==> src/common/gsa_pkg.sv <==
// Package for the global status aggregator: layouts, codes and field positions
package gsa_pkg;

	// Global summary byte bit positions
	localparam int GS_GLOBAL_ERR  = 7;
	localparam int GS_COMM_ERR    = 6;
	localparam int GS_NOT_RST_N   = 5;
	localparam int GS_THERM_TWO   = 4;
	localparam int GS_THERM_ONE   = 3;
	localparam int GS_REG_FAIL    = 2;
	localparam int GS_SUPPLY_FAIL = 1;
	localparam int GS_FAIL_SAFE   = 0;

	// Reference summary codes
	localparam logic [7:0] GS_NORMAL       = 8'h20;
	localparam logic [7:0] GS_POWER_ON     = 8'h80;
	localparam logic [7:0] GS_POWER_ON_WEAK = 8'h82;
	localparam logic [7:0] GS_COMM_CODE    = 8'hc0;
	localparam logic [7:0] GS_SUPPLY_CODE  = 8'ha2;
	localparam logic [7:0] GS_WD_CODE      = 8'ha1;
	localparam logic [7:0] GS_THERM1_CODE  = 8'ha8;
	localparam logic [7:0] GS_THERM2_CODE  = 8'hb9;
	localparam logic [7:0] GS_REG_CODE     = 8'ha4;
	localparam logic [7:0] GS_OTHER_CODE   = 8'ha0;

	// Status word three field positions
	localparam int SW3_THERM_ONE = 15;
	localparam int SW3_REG_FAIL  = 11;
	localparam int SW3_WDC_HI    = 7;
	localparam int SW3_WDC_LO    = 4;
	localparam int SW3_FS_LO     = 2; // Lowest forced-sleep bit

	// Status word one: open-load bits 15..11, under 10, over 7
	localparam int SW1_OL_HI = 15;
	localparam int SW1_OL_LO = 11;
	localparam int SW1_UV    = 10;
	localparam int SW1_OV    = 7;

	// Status word selectors
	localparam logic [2:0] SEL_WORD1  = 3'h1;
	localparam logic [2:0] SEL_WORD2  = 3'h2;
	localparam logic [2:0] SEL_WORD3  = 3'h3;
	localparam logic [2:0] SEL_WORD4  = 3'h4;
	localparam logic [2:0] SEL_WORD5  = 3'h5;
	localparam logic [2:0] SEL_GLOBAL = 3'h0;
	localparam int         NUM_WORDS  = 5;
	localparam logic [15:0] WORD_RESET = 16'h0000;

	// Phase of the summary byte
	typedef enum logic [1:0] {
		PH_POWER_ON = 2'b00,
		PH_RUNNING  = 2'b01
	} gsa_phase_t;

	// Event inputs that feed status word one
	typedef struct packed {
		logic [4:0] open_load;
		logic       supply_undervoltage;
		logic       supply_overvoltage;
		logic       aux_regulator_failure;
		logic       aux_regulator_short;
		logic [6:0] overcurrent;
	} gsa_word1_ev_t;

	// Global event pulses and levels
	typedef struct packed {
		logic thermal_stage_one;
		logic thermal_stage_two;
		logic main_regulator_failure;
		logic stuck_data_input;
		logic bad_clock_count;
		logic parity_fail;
		logic weak_supply_at_power_on;
	} gsa_glob_ev_t;

	// Host access strobe group
	typedef struct packed {
		logic       rd;
		logic       clr;
		logic [2:0] sel;
	} gsa_access_t;

endpackage

==> src/logic/gsa_top.sv <==
// Global status aggregator: five status words and the summary byte
// Functional notes
// - Watchdog counter nonzero raises global error
// - Summary byte bit order; codes B9, C0
// - Normal or cleared summary reads 0x20
// - Power-on reads 0x80, weak supply 0x82
// - Stuck input/watchdog A1, thermal A8, regulator A4
// - Five 16-bit words, ten diagnosis groups
// - Bad clock count or parity flags comm error
// - Word-only failure gives 0xA0
// - Open-load bits latch until read-and-clear
`timescale 1ns/1ps
module gsa_top
	import gsa_pkg::*;
(
	input  wire logic          REF_CLK,
	input  wire logic          SYS_RST,
	input  wire gsa_word1_ev_t WORD1_EV,
	input  wire logic [15:0]   WORD2_IN,
	input  wire logic [15:0]   WORD3_IN,
	input  wire logic [15:0]   WORD4_IN,
	input  wire logic [15:0]   WORD5_IN,
	input  wire logic          VLOCKOUT_EN,
	input  wire gsa_glob_ev_t  GLOB_EV,
	input  wire logic          WD_GOOD_TRIGGER,
	input  wire gsa_access_t   ACCESS,
	output logic [15:0]        RD_DATA,
	output logic [7:0]         GLOBAL_STATUS
);
	gsa_phase_t  phase;
	gsa_phase_t  next_phase;
	logic        comm_err;
	logic        next_comm_err;
	logic        therm_one;
	logic        next_therm_one;
	logic        therm_two;
	logic        next_therm_two;
	logic        reg_fail;
	logic        next_reg_fail;
	logic        stuck_in;
	logic        next_stuck_in;
	logic        weak_sup;
	logic        next_weak_sup;
	logic [15:0] next_rd_data;
	logic [15:0] word1;
	logic [15:0] w1_set;
	logic [15:0] w1_mask;
	logic [15:0] words [NUM_WORDS];
	logic        clr_w1;
	logic        clr_w3;
	logic        clr_glob;
	logic        wd_nonzero;
	logic        word_fail;
	logic [7:0]  summary;

	// Access decode, one function used for the word one, word three and global clears
	function automatic logic clr_hit(gsa_access_t a, logic [2:0] s);
		return a.rd && a.clr && (a.sel == s);
	endfunction

	assign clr_w1   = clr_hit(ACCESS, SEL_WORD1);
	assign clr_w3   = clr_hit(ACCESS, SEL_WORD3);
	assign clr_glob = clr_hit(ACCESS, SEL_GLOBAL);

	// Word one sources; supply bits stick only with lockout enabled
	assign w1_set = {WORD1_EV.open_load, WORD1_EV.supply_undervoltage,
		WORD1_EV.aux_regulator_failure, WORD1_EV.aux_regulator_short,
		WORD1_EV.supply_overvoltage, WORD1_EV.overcurrent};
	assign w1_mask = {5'h1f, VLOCKOUT_EN, 2'h3, VLOCKOUT_EN, 7'h7f};

	// Word one latch with read-and-clear
	gsa_latch16 u_word1 (
		.clk         (REF_CLK),
		.rst         (SYS_RST),
		.set_bits    (w1_set),
		.live_bits   (w1_set),
		.sticky_mask (w1_mask),
		.clear       (clr_w1),
		.word        (word1)
	);

	// Five words, two diagnosis groups each
	always_comb begin
		words[0] = word1;
		words[1] = WORD2_IN;
		words[2] = WORD3_IN;
		words[3] = WORD4_IN;
		words[4] = WORD5_IN;
	end

	assign wd_nonzero = WORD3_IN[SW3_WDC_HI:SW3_WDC_LO] != 4'h0;
	// Failures visible only in the words
	// Open-load bits stay out of the global error
	assign word_fail = (word1[SW1_OL_LO-1:0] != 11'h000) ||
		WORD3_IN[SW3_THERM_ONE] || WORD3_IN[SW3_REG_FAIL] ||
		(WORD3_IN[SW3_WDC_HI:SW3_FS_LO] != 6'h00);

	// Sticky global events; a set beats a clear
	always_comb begin
		next_comm_err  = comm_err;
		next_therm_one = therm_one;
		next_therm_two = therm_two;
		next_reg_fail  = reg_fail;
		next_stuck_in  = stuck_in;
		next_weak_sup  = weak_sup;
		next_phase     = phase;
		if (clr_glob || WD_GOOD_TRIGGER) begin
			next_comm_err = 1'b0;
			next_stuck_in = 1'b0;
			next_weak_sup = 1'b0;
			next_phase    = PH_RUNNING;
		end
		if (clr_w3) begin
			next_therm_one = 1'b0;
			next_therm_two = 1'b0;
			next_reg_fail  = 1'b0;
		end
		if (GLOB_EV.bad_clock_count || GLOB_EV.parity_fail) begin
			next_comm_err = 1'b1;
		end
		if (GLOB_EV.thermal_stage_one) begin
			next_therm_one = 1'b1;
		end
		if (GLOB_EV.thermal_stage_two) begin
			next_therm_two = 1'b1;
		end
		if (GLOB_EV.main_regulator_failure) begin
			next_reg_fail = 1'b1;
		end
		if (GLOB_EV.stuck_data_input) begin
			next_stuck_in = 1'b1;
		end
		if (phase == PH_POWER_ON && GLOB_EV.weak_supply_at_power_on) begin
			next_weak_sup = 1'b1;
		end
	end

	always_ff @(posedge REF_CLK) begin
		if (SYS_RST) begin
			comm_err  <= 1'b0;
			therm_one <= 1'b0;
			therm_two <= 1'b0;
			reg_fail  <= 1'b0;
			stuck_in  <= 1'b0;
			weak_sup  <= 1'b0;
			phase     <= PH_POWER_ON;
		end else begin
			comm_err  <= next_comm_err;
			therm_one <= next_therm_one;
			therm_two <= next_therm_two;
			reg_fail  <= next_reg_fail;
			stuck_in  <= next_stuck_in;
			weak_sup  <= next_weak_sup;
			phase     <= next_phase;
		end
	end

	// Summary byte assembly
	always_comb begin
		summary = 8'h00;
		summary[GS_COMM_ERR]    = comm_err;
		summary[GS_NOT_RST_N]   = (phase == PH_RUNNING) && !comm_err;
		summary[GS_THERM_TWO]   = therm_two;
		summary[GS_THERM_ONE]   = therm_one || therm_two;
		summary[GS_REG_FAIL]    = reg_fail;
		summary[GS_SUPPLY_FAIL] = weak_sup || (phase == PH_RUNNING &&
			(word1[SW1_UV] || word1[SW1_OV]));
		summary[GS_FAIL_SAFE]   = wd_nonzero || stuck_in || therm_two;
		summary[GS_GLOBAL_ERR]  = (phase == PH_POWER_ON) ||
			(|summary[6:0] & ~(summary == GS_NORMAL)) ||
			(summary[6:0] != 7'h20 && summary[6:0] != 7'h00) ||
			wd_nonzero || word_fail;
	end

	// Registered read data
	always_comb begin
		next_rd_data = RD_DATA;
		if (ACCESS.rd) begin
			case (ACCESS.sel)
				SEL_GLOBAL: next_rd_data = {8'h00, summary};
				SEL_WORD1:  next_rd_data = words[0];
				SEL_WORD2:  next_rd_data = words[1];
				SEL_WORD3:  next_rd_data = words[2];
				SEL_WORD4:  next_rd_data = words[3];
				SEL_WORD5:  next_rd_data = words[4];
				default:    next_rd_data = 16'h0000;
			endcase
		end
	end

	always_ff @(posedge REF_CLK) begin
		if (SYS_RST) begin
			RD_DATA       <= 16'h0000;
			GLOBAL_STATUS <= GS_POWER_ON;
		end else begin
			RD_DATA       <= next_rd_data;
			GLOBAL_STATUS <= summary;
		end
	end

	a_wd_count_err: assert property (@(posedge REF_CLK) disable iff (SYS_RST)
		wd_nonzero |=> GLOBAL_STATUS[GS_GLOBAL_ERR])
		else $error("counter set but no global error");
	a_comm_code: assert property (@(posedge REF_CLK) disable iff (SYS_RST)
		(GLOB_EV.parity_fail && phase == PH_RUNNING && !wd_nonzero &&
		 !therm_one && !therm_two && !reg_fail && !stuck_in && !word_fail &&
		 !GLOB_EV.thermal_stage_one && !GLOB_EV.thermal_stage_two &&
		 !GLOB_EV.main_regulator_failure && !GLOB_EV.stuck_data_input &&
		 !weak_sup && !clr_glob && !WD_GOOD_TRIGGER)
		|=> ##1 (GLOBAL_STATUS == GS_COMM_CODE || word1[SW1_UV] ||
		 word1[SW1_OV] || wd_nonzero || word_fail))
		else $error("comm error code wrong");
	a_normal_code: assert property (@(posedge REF_CLK) disable iff (SYS_RST)
		(phase == PH_RUNNING && summary[6:0] == 7'h20 && !wd_nonzero &&
		 !word_fail) |=> GLOBAL_STATUS == GS_NORMAL)
		else $error("normal code not 0x20");
	a_power_on: assert property (@(posedge REF_CLK)
		$fell(SYS_RST) |-> GLOBAL_STATUS == GS_POWER_ON)
		else $error("power-on code not 0x80");
	a_therm_two: assert property (@(posedge REF_CLK) disable iff (SYS_RST)
		therm_two |=> GLOBAL_STATUS[4] && GLOBAL_STATUS[3] &&
		GLOBAL_STATUS[0] && GLOBAL_STATUS[7])
		else $error("thermal two bits missing");
	a_stuck_fail: assert property (@(posedge REF_CLK) disable iff (SYS_RST)
		stuck_in |=> GLOBAL_STATUS[GS_FAIL_SAFE] &&
		GLOBAL_STATUS[GS_GLOBAL_ERR])
		else $error("stuck input not fail safe");
	a_reg_fail: assert property (@(posedge REF_CLK) disable iff (SYS_RST)
		GLOB_EV.main_regulator_failure |=> ##1 GLOBAL_STATUS[GS_REG_FAIL])
		else $error("regulator failure not shown");
	a_word_only: assert property (@(posedge REF_CLK) disable iff (SYS_RST)
		word_fail |=> GLOBAL_STATUS[GS_GLOBAL_ERR])
		else $error("word failure not in global");
	a_word_read: assert property (@(posedge REF_CLK) disable iff (SYS_RST)
		(ACCESS.rd && ACCESS.sel == SEL_WORD2) |=> RD_DATA == $past(WORD2_IN))
		else $error("word two read wrong");

	c_power_on_weak: cover property (@(posedge REF_CLK)
		GLOBAL_STATUS == GS_POWER_ON_WEAK);
	c_normal: cover property (@(posedge REF_CLK) GLOBAL_STATUS == GS_NORMAL);
	c_therm2: cover property (@(posedge REF_CLK)
		GLOBAL_STATUS == GS_THERM2_CODE);
	c_word1_clear: cover property (@(posedge REF_CLK)
		clr_w1 && word1 != 16'h0000);
endmodule

==> src/logic/gsa_latch16.sv <==
// Sticky 16-bit status word with read-and-clear
`timescale 1ns/1ps
module gsa_latch16
	import gsa_pkg::*;
(
	input  wire logic        clk,
	input  wire logic        rst,
	input  wire logic [15:0] set_bits,
	input  wire logic [15:0] live_bits,
	input  wire logic [15:0] sticky_mask,
	input  wire logic        clear,
	output logic      [15:0] word
);
	logic [15:0] latched;
	logic [15:0] next_latched;

	// Sticky bits: a set in the clear cycle wins
	always_comb begin
		if (clear) begin
			next_latched = set_bits & sticky_mask;
		end else begin
			next_latched = latched | (set_bits & sticky_mask);
		end
	end

	always_ff @(posedge clk) begin
		if (rst) begin
			latched <= WORD_RESET;
		end else begin
			latched <= next_latched;
		end
	end

	// Live bits follow their source directly
	assign word = latched | (live_bits & ~sticky_mask);

	a_clear_keeps_set: assert property (@(posedge clk) disable iff (rst)
		(clear && (set_bits & sticky_mask) != 16'h0000) |=>
		((latched & $past(set_bits & sticky_mask))
			== $past(set_bits & sticky_mask)))
		else $error("set lost in clear cycle");
endmodule

==> config.mk <==
export PLATFORM = sky130hd
export DESIGN_NAME = gsa_top
export DESIGN_NICKNAME = d
export VERILOG_FILES = /design/src/common/gsa_pkg.sv /design/src/logic/gsa_top.sv /design/src/logic/gsa_latch16.sv
export SDC_FILE = /design/constraint.sdc
export NUM_CORES = 1
export LEC_CHECK = 0
export ABC_CLOCK_PERIOD_IN_PS = 1500
export BUFFER_PORTS_ARGS = -buffer_cell sky130_fd_sc_hd__buf_2
export CORE_UTILIZATION = 40
export DETAILED_ROUTE_END_ITERATION = 6
export HOLD_SLACK_MARGIN = 0.1
export PLACE_DENSITY_LB_ADDON = 0.25
export SYNTH_ARGS = -nofsm -noshare
export SYNTH_HDL_FRONTEND = slang
export SYNTH_SLANG_ARGS = --single-unit
==> constraint.sdc <==
create_clock -name REF_CLK -period 1.5 [get_ports REF_CLK]
set_input_delay 0.15 -clock REF_CLK [delete_from_list [all_inputs] [get_ports REF_CLK]]
set_output_delay 0.15 -clock REF_CLK [all_outputs]
set_load 0.05 [all_outputs]
# == After elaboration in Yosys (flattened, before gate mapping) ==
# Cells that the tools add are included.
# op_classes
addsub,0
multipliers,0
n_div,0
order_cmp,0
n_eq_ne,7
n_shift,0
muxes,10
bitwise_logic,7
n_reduce_logical,36
# op_table
cell,n
case mux 16 bit (6 select lines),1
bitwise AND 16 bit,2
bitwise OR 16 bit,2
two-way mux 16 bit,1
inverter 16 bit,1
logical OR 1 bit,14
nonzero test 2 bit,6
nonzero test 11 bit,1
logical AND 1 bit,8
two-way mux 1 bit,8
"equality test 7 x 6 -> 1 bit, second input constant",1
"inequality test 7 x 6 -> 1 bit, second input constant",1
nonzero test 7 bit,1
OR reduction 7 bit,1
"equality test 3 x 2 -> 1 bit, second input constant",2
"equality test 3 bit, second input constant",2
nonzero test 6 bit,1
nonzero test 4 bit,1
"equality test 3 x 1 -> 1 bit, second input constant",1
logical NOT 3 bit,1
logical NOT 2 bit,1
bitwise AND 1 bit,1
logical NOT 1 bit,1
inverter 1 bit,1
# word_totals
register_bits,47
latchBits,0
mem_bits_rw,0
romBits,0
inputBits,96
out_inout_bits,24
word_cells,70
memories,0

# == Logic depth before layout (Yosys ltp) ==
# Gate-level depths: netlist of the first run.
# logic_depth
depth_word,14
ltp_mapped,7
mapped_depth_nobuf,5

# == Cells and area by module ==
# A second synthesis of the first run with hierarchy kept.
# hier_totals
cells_unflattened,304
area_unflattened_um2,2598.7
# by_module_without_submodules
mod,n_inst,cells_each,area_per_inst_um2,seq_area_each_um2
gsa_top,1,205,1833.0,620.6
gsa_latch16,1,99,765.7,320.3

# == Worst setup path after synthesis of the first run ==
# OpenSTA, ideal clock, no wires.
# synth_path
path_type,register to register
startpoint,register u_word1.latched[6]
endpoint,register RD_DATA[7]
setup_time_ns,0.126
t_arrival_ns,1.043
t_required_ns,1.374
path_slack_ns,0.331
path_stages_with_launch,5
n_path_buf,0
synth_period_minus_slack_ns,1.169
path_cell_list,dfxtp_1 nor4_1 nand3_1 nor4_1 o21ai_1
# synth_between
elab_chain_cells,7
# synth_lines
element,line_no,source
start: declaration,gsa_latch16.sv:14,logic [15:0] latched;
start signal: assignment,gsa_latch16.sv:30,latched <= next_latched;
bitwise OR 16 bit,gsa_latch16.sv:35,assign word = latched | (live_bits & ~sticky_mask);
nonzero test 11 bit,gsa_top.sv:94,assign word_fail = (word1[SW1_OL_LO-1:0] != 11'h000) ||
logical OR 1 bit,gsa_top.sv:94,
logical OR 1 bit (2 in a row),gsa_top.sv:95,WORD3_IN[SW3_THERM_ONE] || WORD3_IN[SW3_REG_FAIL] ||
logical OR 1 bit,gsa_top.sv:172,wd_nonzero || word_fail;
case mux 16 bit (6 select lines),gsa_top.sv:179,case (ACCESS.sel)
end signal: assignment,gsa_top.sv:196,RD_DATA <= next_rd_data;
end: declaration,gsa_top.sv:27,"output logic [15:0] RD_DATA,"
# Every way passes these cells.
# A chain may end at the register's enable or synchronous reset.

# == Final worst setup path of the first run ==
# layout_path
startpoint,register reg_fail
endpoint,register RD_DATA[7]
# layout_between
elab_chain_cells,8
word_cells_on_any_way,12
classes_between,2 x eq/ne; 1 x mux; 2 x bitwise; 7 x reduce/logical
# layout_lines
element,line_no,source
start: declaration,gsa_top.sv:38,logic reg_fail;
start signal: assignment,gsa_top.sv:151,reg_fail <= next_reg_fail;
equality test 7 x 6 -> 1 bit,gsa_top.sv:170,(|summary[6:0] & ~(summary == GS_NORMAL)) ||
inverter 1 bit,gsa_top.sv:170,
bitwise AND 1 bit,gsa_top.sv:170,
logical OR 1 bit,gsa_top.sv:169,summary[GS_GLOBAL_ERR] = (phase == PH_POWER_ON) ||
logical OR 1 bit (*),gsa_top.sv:170,
logical OR 1 bit (*),gsa_top.sv:171,(summary[6:0] != 7'h20 && summary[6:0] != 7'h00) ||
logical OR 1 bit (*),gsa_top.sv:172,
case mux 16 bit (6 select lines) (*),gsa_top.sv:179,
# Mark *: on every way between the ends. The rest lies on a longest branch, timed or not.

==> results of run 1 <==
[final timing paths]
| path | start | end | slack, ns |
|---|---|---|---|
| max | reg_fail$_SDFFE_PP0P_ | RD_DATA[7]$_SDFFE_PP0P_ | 0.11 |
| min | SYS_RST | RD_DATA[3]$_SDFFE_PP0P_ | 0.11 |
| max reg2reg | reg_fail$_SDFFE_PP0P_ | RD_DATA[7]$_SDFFE_PP0P_ | 0.11 |
| min reg2reg | RD_DATA[6]$_SDFFE_PP0P_ | RD_DATA[6]$_SDFFE_PP0P_ | 0.48 |
[Yosys cell counts (all sizes together)]
cell     number
o211ai        1
nor2         42
nor2b        11
mux2i        20
nand2        15
buf          14
and2          1
a22o          8
nand2b        4
a2bb2oi       1
a32oi         1
a22oi        12
clkbuf        5
a311oi        1
nor3          7
a21oi        30
a211oi        3
inv           3
o221ai        9
dfxtp        47
and2b         1
and3          2
a31oi         1
o22ai         4
mux2          4
o21ai        12
nand4         2
nor4          4
nand3         5
o31a          1
[flip-flops by register name, summed over array words and instances, names as in the netlist]
signal           count
u_word1.latched     16
therm_one            1
comm_err             1
RD_DATA             16
GLOBAL_STATUS        8
stuck_in             1
therm_two            1
reg_fail             1
weak_sup             1
phase                1
[cells by family after synthesis]
group / Yosys count / share of synthesized area, %
compound gates: 84 / 23.6
buf+inv: 22 / 5.91
flops: 47 / 40.4
mux: 24 / 10.5
simple gates: 94 / 19.5
[placed cells by master (no fill, tap or decap), drive strengths merged, types with 2 or more instances in the layout]
cell type,netlist,final
a21oi,30,30
nand2,15,15
inv,3,3
dfxtp,47,47
nand2b,4,4
nor2b,11,11
o21ai,12,12
dlygate4sd3,0,20
and3,2,2
o22ai,4,4
mux2,4,4
clkbuf,5,7
mux2i,20,20
nand3,5,5
nor2,42,42
a22oi,12,12
nor4,4,4
buf,14,134
nor3,7,7
o221ai,9,9
nand4,2,2
a22o,8,8
a211oi,3,3
[power groups by stage]
stage / registers, mW / logic [mW] / clock network (mW)
final: 1.38 / 0.734 / 0.841
after global routing: 1.39 / 0.786 / 0.917
after CTS: 1.38 / 0.727 / 0.861
after detailed placement: 1.41 / 0.684 / 0
after global placement: 1.41 / 0.676 / 0
after floorplan: 1.52 / 0.302 / 0
[layout make-up]
cell class              instances  share of cell area (%)
repair buffers                154                    28.0
flip-flops and latches         47                    28.2
clock inverters                 1                   0.225
inverters                       3                   0.338
multi-input cells             202                    37.7
well taps                      72                    2.70
clock buffers                   7                    2.89
[critical path, delay by kind of cell (launching register included)]
kind / cells / cell delay, ns
flip-flops: 1 / 0.35
AO/OA/AOI/OAI: 1 / 0.05
buffers and inverters: 1 / 0.17
AND/OR/NAND/NOR: 3 / 0.73
[metrics by stage]
step	util, %	power [mW]	instances	TNS, ns
after floorplan	-	1.83	271	0
after global placement	54.3	2.09	458	0
final	59.8	2.96	486	0
after global routing	59.8	3.10	486	-0.0184
after detailed placement	54.3	2.10	458	0
after CTS	59.7	2.97	486	0
[per-layer routing]
layer	vias to the layer above	routed length, um
met2	115	3600
met1	1166	3350
met3	20	444
li1	1268	-
met5	-	0
met4	0	174
[what timing repair did]
item / in CTS / in global routing
hold endpoints to repair: 19 / 0
setup buffers: 0 / 0
setup endpoints to repair: 0 / 2
resized for setup: 0 / 1
hold buffers: 20 / 0
==> results by group, run 1 <==
Routing
  • DRC viols: 0
  • 1st-pass router iterations: 4
  • DRT antenna net count: 0
  • Routed wire length: 7570 um
  • Via count: 2,569
  • Routed vias/inst: 5.29
  • Initial DRC Count: 194
  • Routed length per placed instance: 15.6 um

Yosys
  • Register area share after synthesis: 40.4%
  • Largest area contributor in the netlist: dfxtp_1
  • Syn nets: 367
  • Ys Warns: 0
  • Mapped cell area: 2330 um2
  • Number of synthesized register bits: 47
  • Top cells by area, synth: dfxtp_1 (40%), mux2i_1 (8.6%), nor2_1 (6.8%)
  • Syn avg cell area: 8.59 um2
  • Gate Count Post-Synth: 271
  • Yosys top cell area share: 40.4%
  • Synth unique cells: 39

STA
  • Clock Skew: 0.00594 ns
  • Max_slew headroom: 63.3%
  • Fin crit period: 1.39 ns
  • Final hold slack: 0.113 ns
  • Final WS setup: 0.106 ns
  • Crit share post-route: 92.9%
  • Fmax: 718 MHz
  • Worst slew pin tran: 0.550 ns
  • Final Slew Violations: 0
  • Final setup fails: 0
  • Final Hold Violating Endpoints: 0

Global routing
  • Global routing's busiest layer: met2
  • Global-route wire length before repair: 11,700 um
  • Met3 usage: 5.12%
  • Pin count of the biggest net entering global routing: 34
  • Met1 Track Usage GR: 32.4%
  • Grt total ovfl: 0
  • Overall Global Routing Usage: 24.7%
  • Vias in the first global route: 2,448
  • Met2 usage: 40.0%
  • Initial antenna violation count: 0

Layout
  • NumNets Final: 509
  • Final instance area: 3340 um2
  • Fillers: 536
  • Antenna diodes: 0
  • Register area: 941 um2
  • Syn-to-layout area delta: 43.3%
  • Multi-input gate area: 1260 um2
  • Layout cells sized above 1: 36.2%

Power and ir drop
  • Psw: 0.895 mW
  • Int Pwr: 2.06 mW
  • Gate power share: 24.8%
  • Clock share of power: 28.4%
  • Reg power frac: 46.8%
  • Switch share: 30.3%
  • P per Cell Area: 887 nW/um2
  • Static leakage: 1.57 nW
  • Maximum vdd drop: 500 uV

Floorplanning
  • I/O pins: 120
  • Core area: 5570 um2
  • DIE AREA: 6130 um2
  • Die height: 78.3 um
  • Initial core utilization: 41.8%
  • Std-Cell Rows: 27
  • Floorplan die width: 78.3 um

Job
  • Number of max-cap violations: 0

Clock network
  • Reg clk slew, reported paths: 0.09 ns
  • CTS tree: done
  • CTS Buffer Depth: 2
  • Clk sinks: 47
  • Clock root buffer: clkbuf_8
  • H-tree lvl count: 2
  • Clk Latency, worst-skew pair: 0.30 ns
  • CTS Buf Count: 5

Placed design
  • Worst slack at placement: 0.0167 ns
  • DP Wirelength: 5810 um
  • Final GP Congestion: 0.863
  • I/O Buffers: 119
  • DP Area: 3030 um2

Outcome
  • Outcome: finished clean

Critical path
  • Crit-path max FO: 4
  • Critical Path AT: 1.59 ns
  • Max stage delay cell, worst path: dfxtp_1
  • Largest stage delay on the critical path: 0.35 ns
  • CP required: 1.70 ns
  • WS Path Type: flop to flop
  • Crit start category: flop
  • Worst Setup End Kind: flop
  • Worst reg2reg path depth: 5
  • Critical-path cell list: nor4_1, nand3_1, nor4_2, buf_4, o21ai_1

Hold path
  • Min-Delay Path Class: input pin to flop
  • Worst hold path cell count: 2
(Power assumes the default switching activity.)
==> run 2, diff against run 1 <==
--- a/config.mk
+++ b/config.mk
@@ -7,7 +7,7 @@
 export LEC_CHECK = 0
 export ABC_CLOCK_PERIOD_IN_PS = 1500
 export BUFFER_PORTS_ARGS = -buffer_cell sky130_fd_sc_hd__buf_2
-export CORE_UTILIZATION = 40
+export CORE_UTILIZATION = 45
 export DETAILED_ROUTE_END_ITERATION = 6
 export HOLD_SLACK_MARGIN = 0.1
 export PLACE_DENSITY_LB_ADDON = 0.25
==> results by group, run 2 (synthesis results as in run 1) <==
STA
  • Worst slew pin tran: 0.579 ns (+0.0289 ns)
  • Final Hold Violating Endpoints: 0 (unchanged)
  • Crit share post-route: 91.0% (-1.9 points)
  • Max_slew headroom: 61.3% (-1.9 points)
  • Final Slew Violations: 0 (unchanged)
  • Clock Skew: 0.00639 ns (+0.000455 ns)
  • Unrepaired setup endpoints after global routing: no
  • Final setup fails: 0 (unchanged)
  • Fin crit period: 1.36 ns (-0.0292 ns)
  • Fmax: 733 MHz (+2.1%)

Placed design
  • Final GP Congestion: 0.905 (+4.8%)
  • DP Wirelength: 5630 um (-3.1%)
  • Cells after DPL: 459 (+0.22%)
  • DP Area: 3040 um2 (+0.45%)
  • I/O Buffers: 119 (unchanged)

Floorplanning
  • Initial core utilization: 48.0% (+6.3 points)
  • DIE AREA: 5470 um2 (-11%)
  • I/O pins: 120 (unchanged)
  • Core area: 4850 um2 (-13%)
  • Floorplan die width: 73.9 um (-5.6%)
  • Die height: 73.9 um (-5.6%)
  • Std-Cell Rows: 25 (-7.4%)

Critical path
  • RR Endpoint: RD_DATA[7]$_SDFFE_PP0P_
  • Crit start category: flop
  • Crit-path max FO: 3 (-1)
  • Worst Setup End Kind: flop
  • Critical Path AT: 1.56 ns (-0.03 ns)
  • Critical path endpoint: RD_DATA[7]$_SDFFE_PP0P_
  • Max stage delay cell, worst path: dfxtp_1
  • WS Path Type: flop to flop
  • CP required: 1.70 ns (about the same)
  • Critical-path cell list: nor3_1, nand3_1, nor4_2, buf_4, o21ai_1
  • Largest stage delay on the critical path: 0.33 ns (-0.02 ns)
  • WP depth: 5 (unchanged)
  • Worst reg2reg path depth: 5 (unchanged)
  • CP Buf/Inv Count: 1 (unchanged)
  • Critical path origin: u_word1.latched[9]$_SDFF_PP0_
  • Reg2Reg Launch Point: u_word1.latched[9]$_SDFF_PP0_
  • CP top delay family: simple AND/OR/NAND/NOR gates
  • R2r setup slk: 0.14 ns (+0.03 ns)

Layout
  • Layout cells sized above 1: 37.5% (+1.3 points)
  • Leading cell type in the layout, fill and taps excluded: buf_2
  • Final instance area: 3360 um2 (+0.75%)
  • Post-route insts no fill: 488 (+0.41%)
  • Syn-to-layout area delta: 44.3%
  • Commonest non-fill, non-tap cells in the layout: buf_2 (119), dfxtp_1 (47), nor2_1 (42)
  • NumNets Final: 516 (+1.4%)
  • Finished Core Util: 69.3% (+9.5 points)
  • Top flop regs: RD_DATA: 16 flops, u_word1.latched: 16 flops, GLOBAL_STATUS: 8 flops
  • Antenna diodes: 0 (unchanged)

Power and ir drop
  • P per Cell Area: 868 nW/um2 (-2.2%)
  • Maximum vdd drop: 686 uV (+37%)
  • Static leakage: 1.58 nW (+1.0%)

Clock network
  • Reg clk slew, reported paths: 0.09 ns (about the same)
  • CTS Buffer Depth: 2 (unchanged)
  • Clk Latency, worst-skew pair: 0.31 ns (about the same)
  • Clk sinks: 47 (unchanged)
  • Clock root buffer: clkbuf_8
  • Post-CTS setup buffers: 0 (unchanged)
  • CTS tree: done
  • CTS Buf Count: 5 (unchanged)
  • H-tree lvl count: 2 (unchanged)

Routing
  • Routed length per placed instance: 15.2 um (-2.2%)
  • Routed wire length: 7430 um (-1.8%)
  • Initial DRC Count: 135 (-30%)
  • 1st-pass router iterations: 4 (unchanged)
  • DRC viols: 0 (unchanged)
  • DRT antenna net count: 0 (unchanged)
  • Routed vias/inst: 5.37 (+1.5%)
  • Via count: 2,619 (+1.9%)

Global routing
  • Overall Global Routing Usage: 28.3% (+3.6 points)
  • Pin count of the biggest net entering global routing: 21 (-38%)
  • Vias in the first global route: 2,442 (-0.25%)
  • Global-route wire length before repair: 11,400 um (-2.4%)
  • Initial antenna violation count: 0 (unchanged)
  • Grt total ovfl: 0 (unchanged)

Outcome
  • Outcome: finished clean

Job
  • Number of max-cap violations: 0 (unchanged)

Hold path
  • Min-Delay Path Class: input pin to flop
## run 2: changes by cell type in the layout (fill, tap and decap cells not counted), sizes merged
cell and change:
clkinvlp +1, clkbuf -2, dlygate4sd3 +1, buf +6, inv +1
## run 2: power breakdown
| group | internal, mW | leakage (nW) | switching (mW) |
|---|---|---|---|
| sequential | 1.33 | 0.390 | 0.0546 |
| clock | 0.333 | 0.0408 | 0.457 |
| combinational | 0.322 | 1.15 | 0.421 |
## run 2: routing by layer
layer,track usage (%),part of all wire (%),vias to the layer above
met3,5.15,6.3,18
met4,13.2,2.5,0
li1,-,-,1286
met5,0,0,-
met2,45.4,47,102
met1,37.0,44,1213
## run 2: worst reg2reg max path, cell delays in order (launching register included)
cell,delay [ns]
dfxtp_1,0.33
nor3_1,0.31
nand3_1,0.14
nor4_2,0.26
buf_4,0.16
o21ai_1,0.06
## run 2: cell type report
class / instances / area [um2]
timing repair buffer: 161 / 963
inverter: 3 / 11.3
clock inverter: 3 / 23.8
tap: 67 / 83.8
clock buffer: 5 / 68.8
fill: 405 / 1490
multi-input combinational: 202 / 1270
sequential: 47 / 941
## run 2: how the worst min path moves through the flow
stage,start,to,cells past startpoint
finish,GLOB_EV[0],weak_sup$_SDFFE_PP0P_,3
global route,WORD1_EV[9],u_word1.latched[7]$_SDFF_PP0_,3
CTS,GLOB_EV[0],weak_sup$_SDFFE_PP0P_,3
detailed placement,WORD1_EV[7],u_word1.latched[8]$_SDFF_PP0_,3
global placement,WORD1_EV[7],u_word1.latched[8]$_SDFF_PP0_,3
floorplan,GLOB_EV[4],reg_fail$_SDFFE_PP0P_,2
## run 2: repair_timing
action | 4_1_cts | 5_1_grt
hold endpoints to repair | 20 | 0
resized for setup | 0 | 3
hold buffers | 21 | 0
endpoints found under the setup margin | 0 | 2
## run 2: metrics by stage
| stage | hold WS, ns | setup TNS (ns) | power (mW) | worst slack (ns) |
|---|---|---|---|---|
| 3_5_place_dp | 0.364 | -0.155 | 2.10 | -0.0434 |
| 6_report | 0.105 | 0 | 2.92 | 0.136 |
| 4_1_cts | 0.110 | 0 | 2.90 | 0.105 |
| 5_1_grt | 0.120 | 0 | 3.04 | 0.0331 |
| 3_3_place_gp | 0.353 | 0 | 2.08 | 0.0203 |
| 2_1_floorplan | 0.267 | 0 | 1.83 | 0.331 |
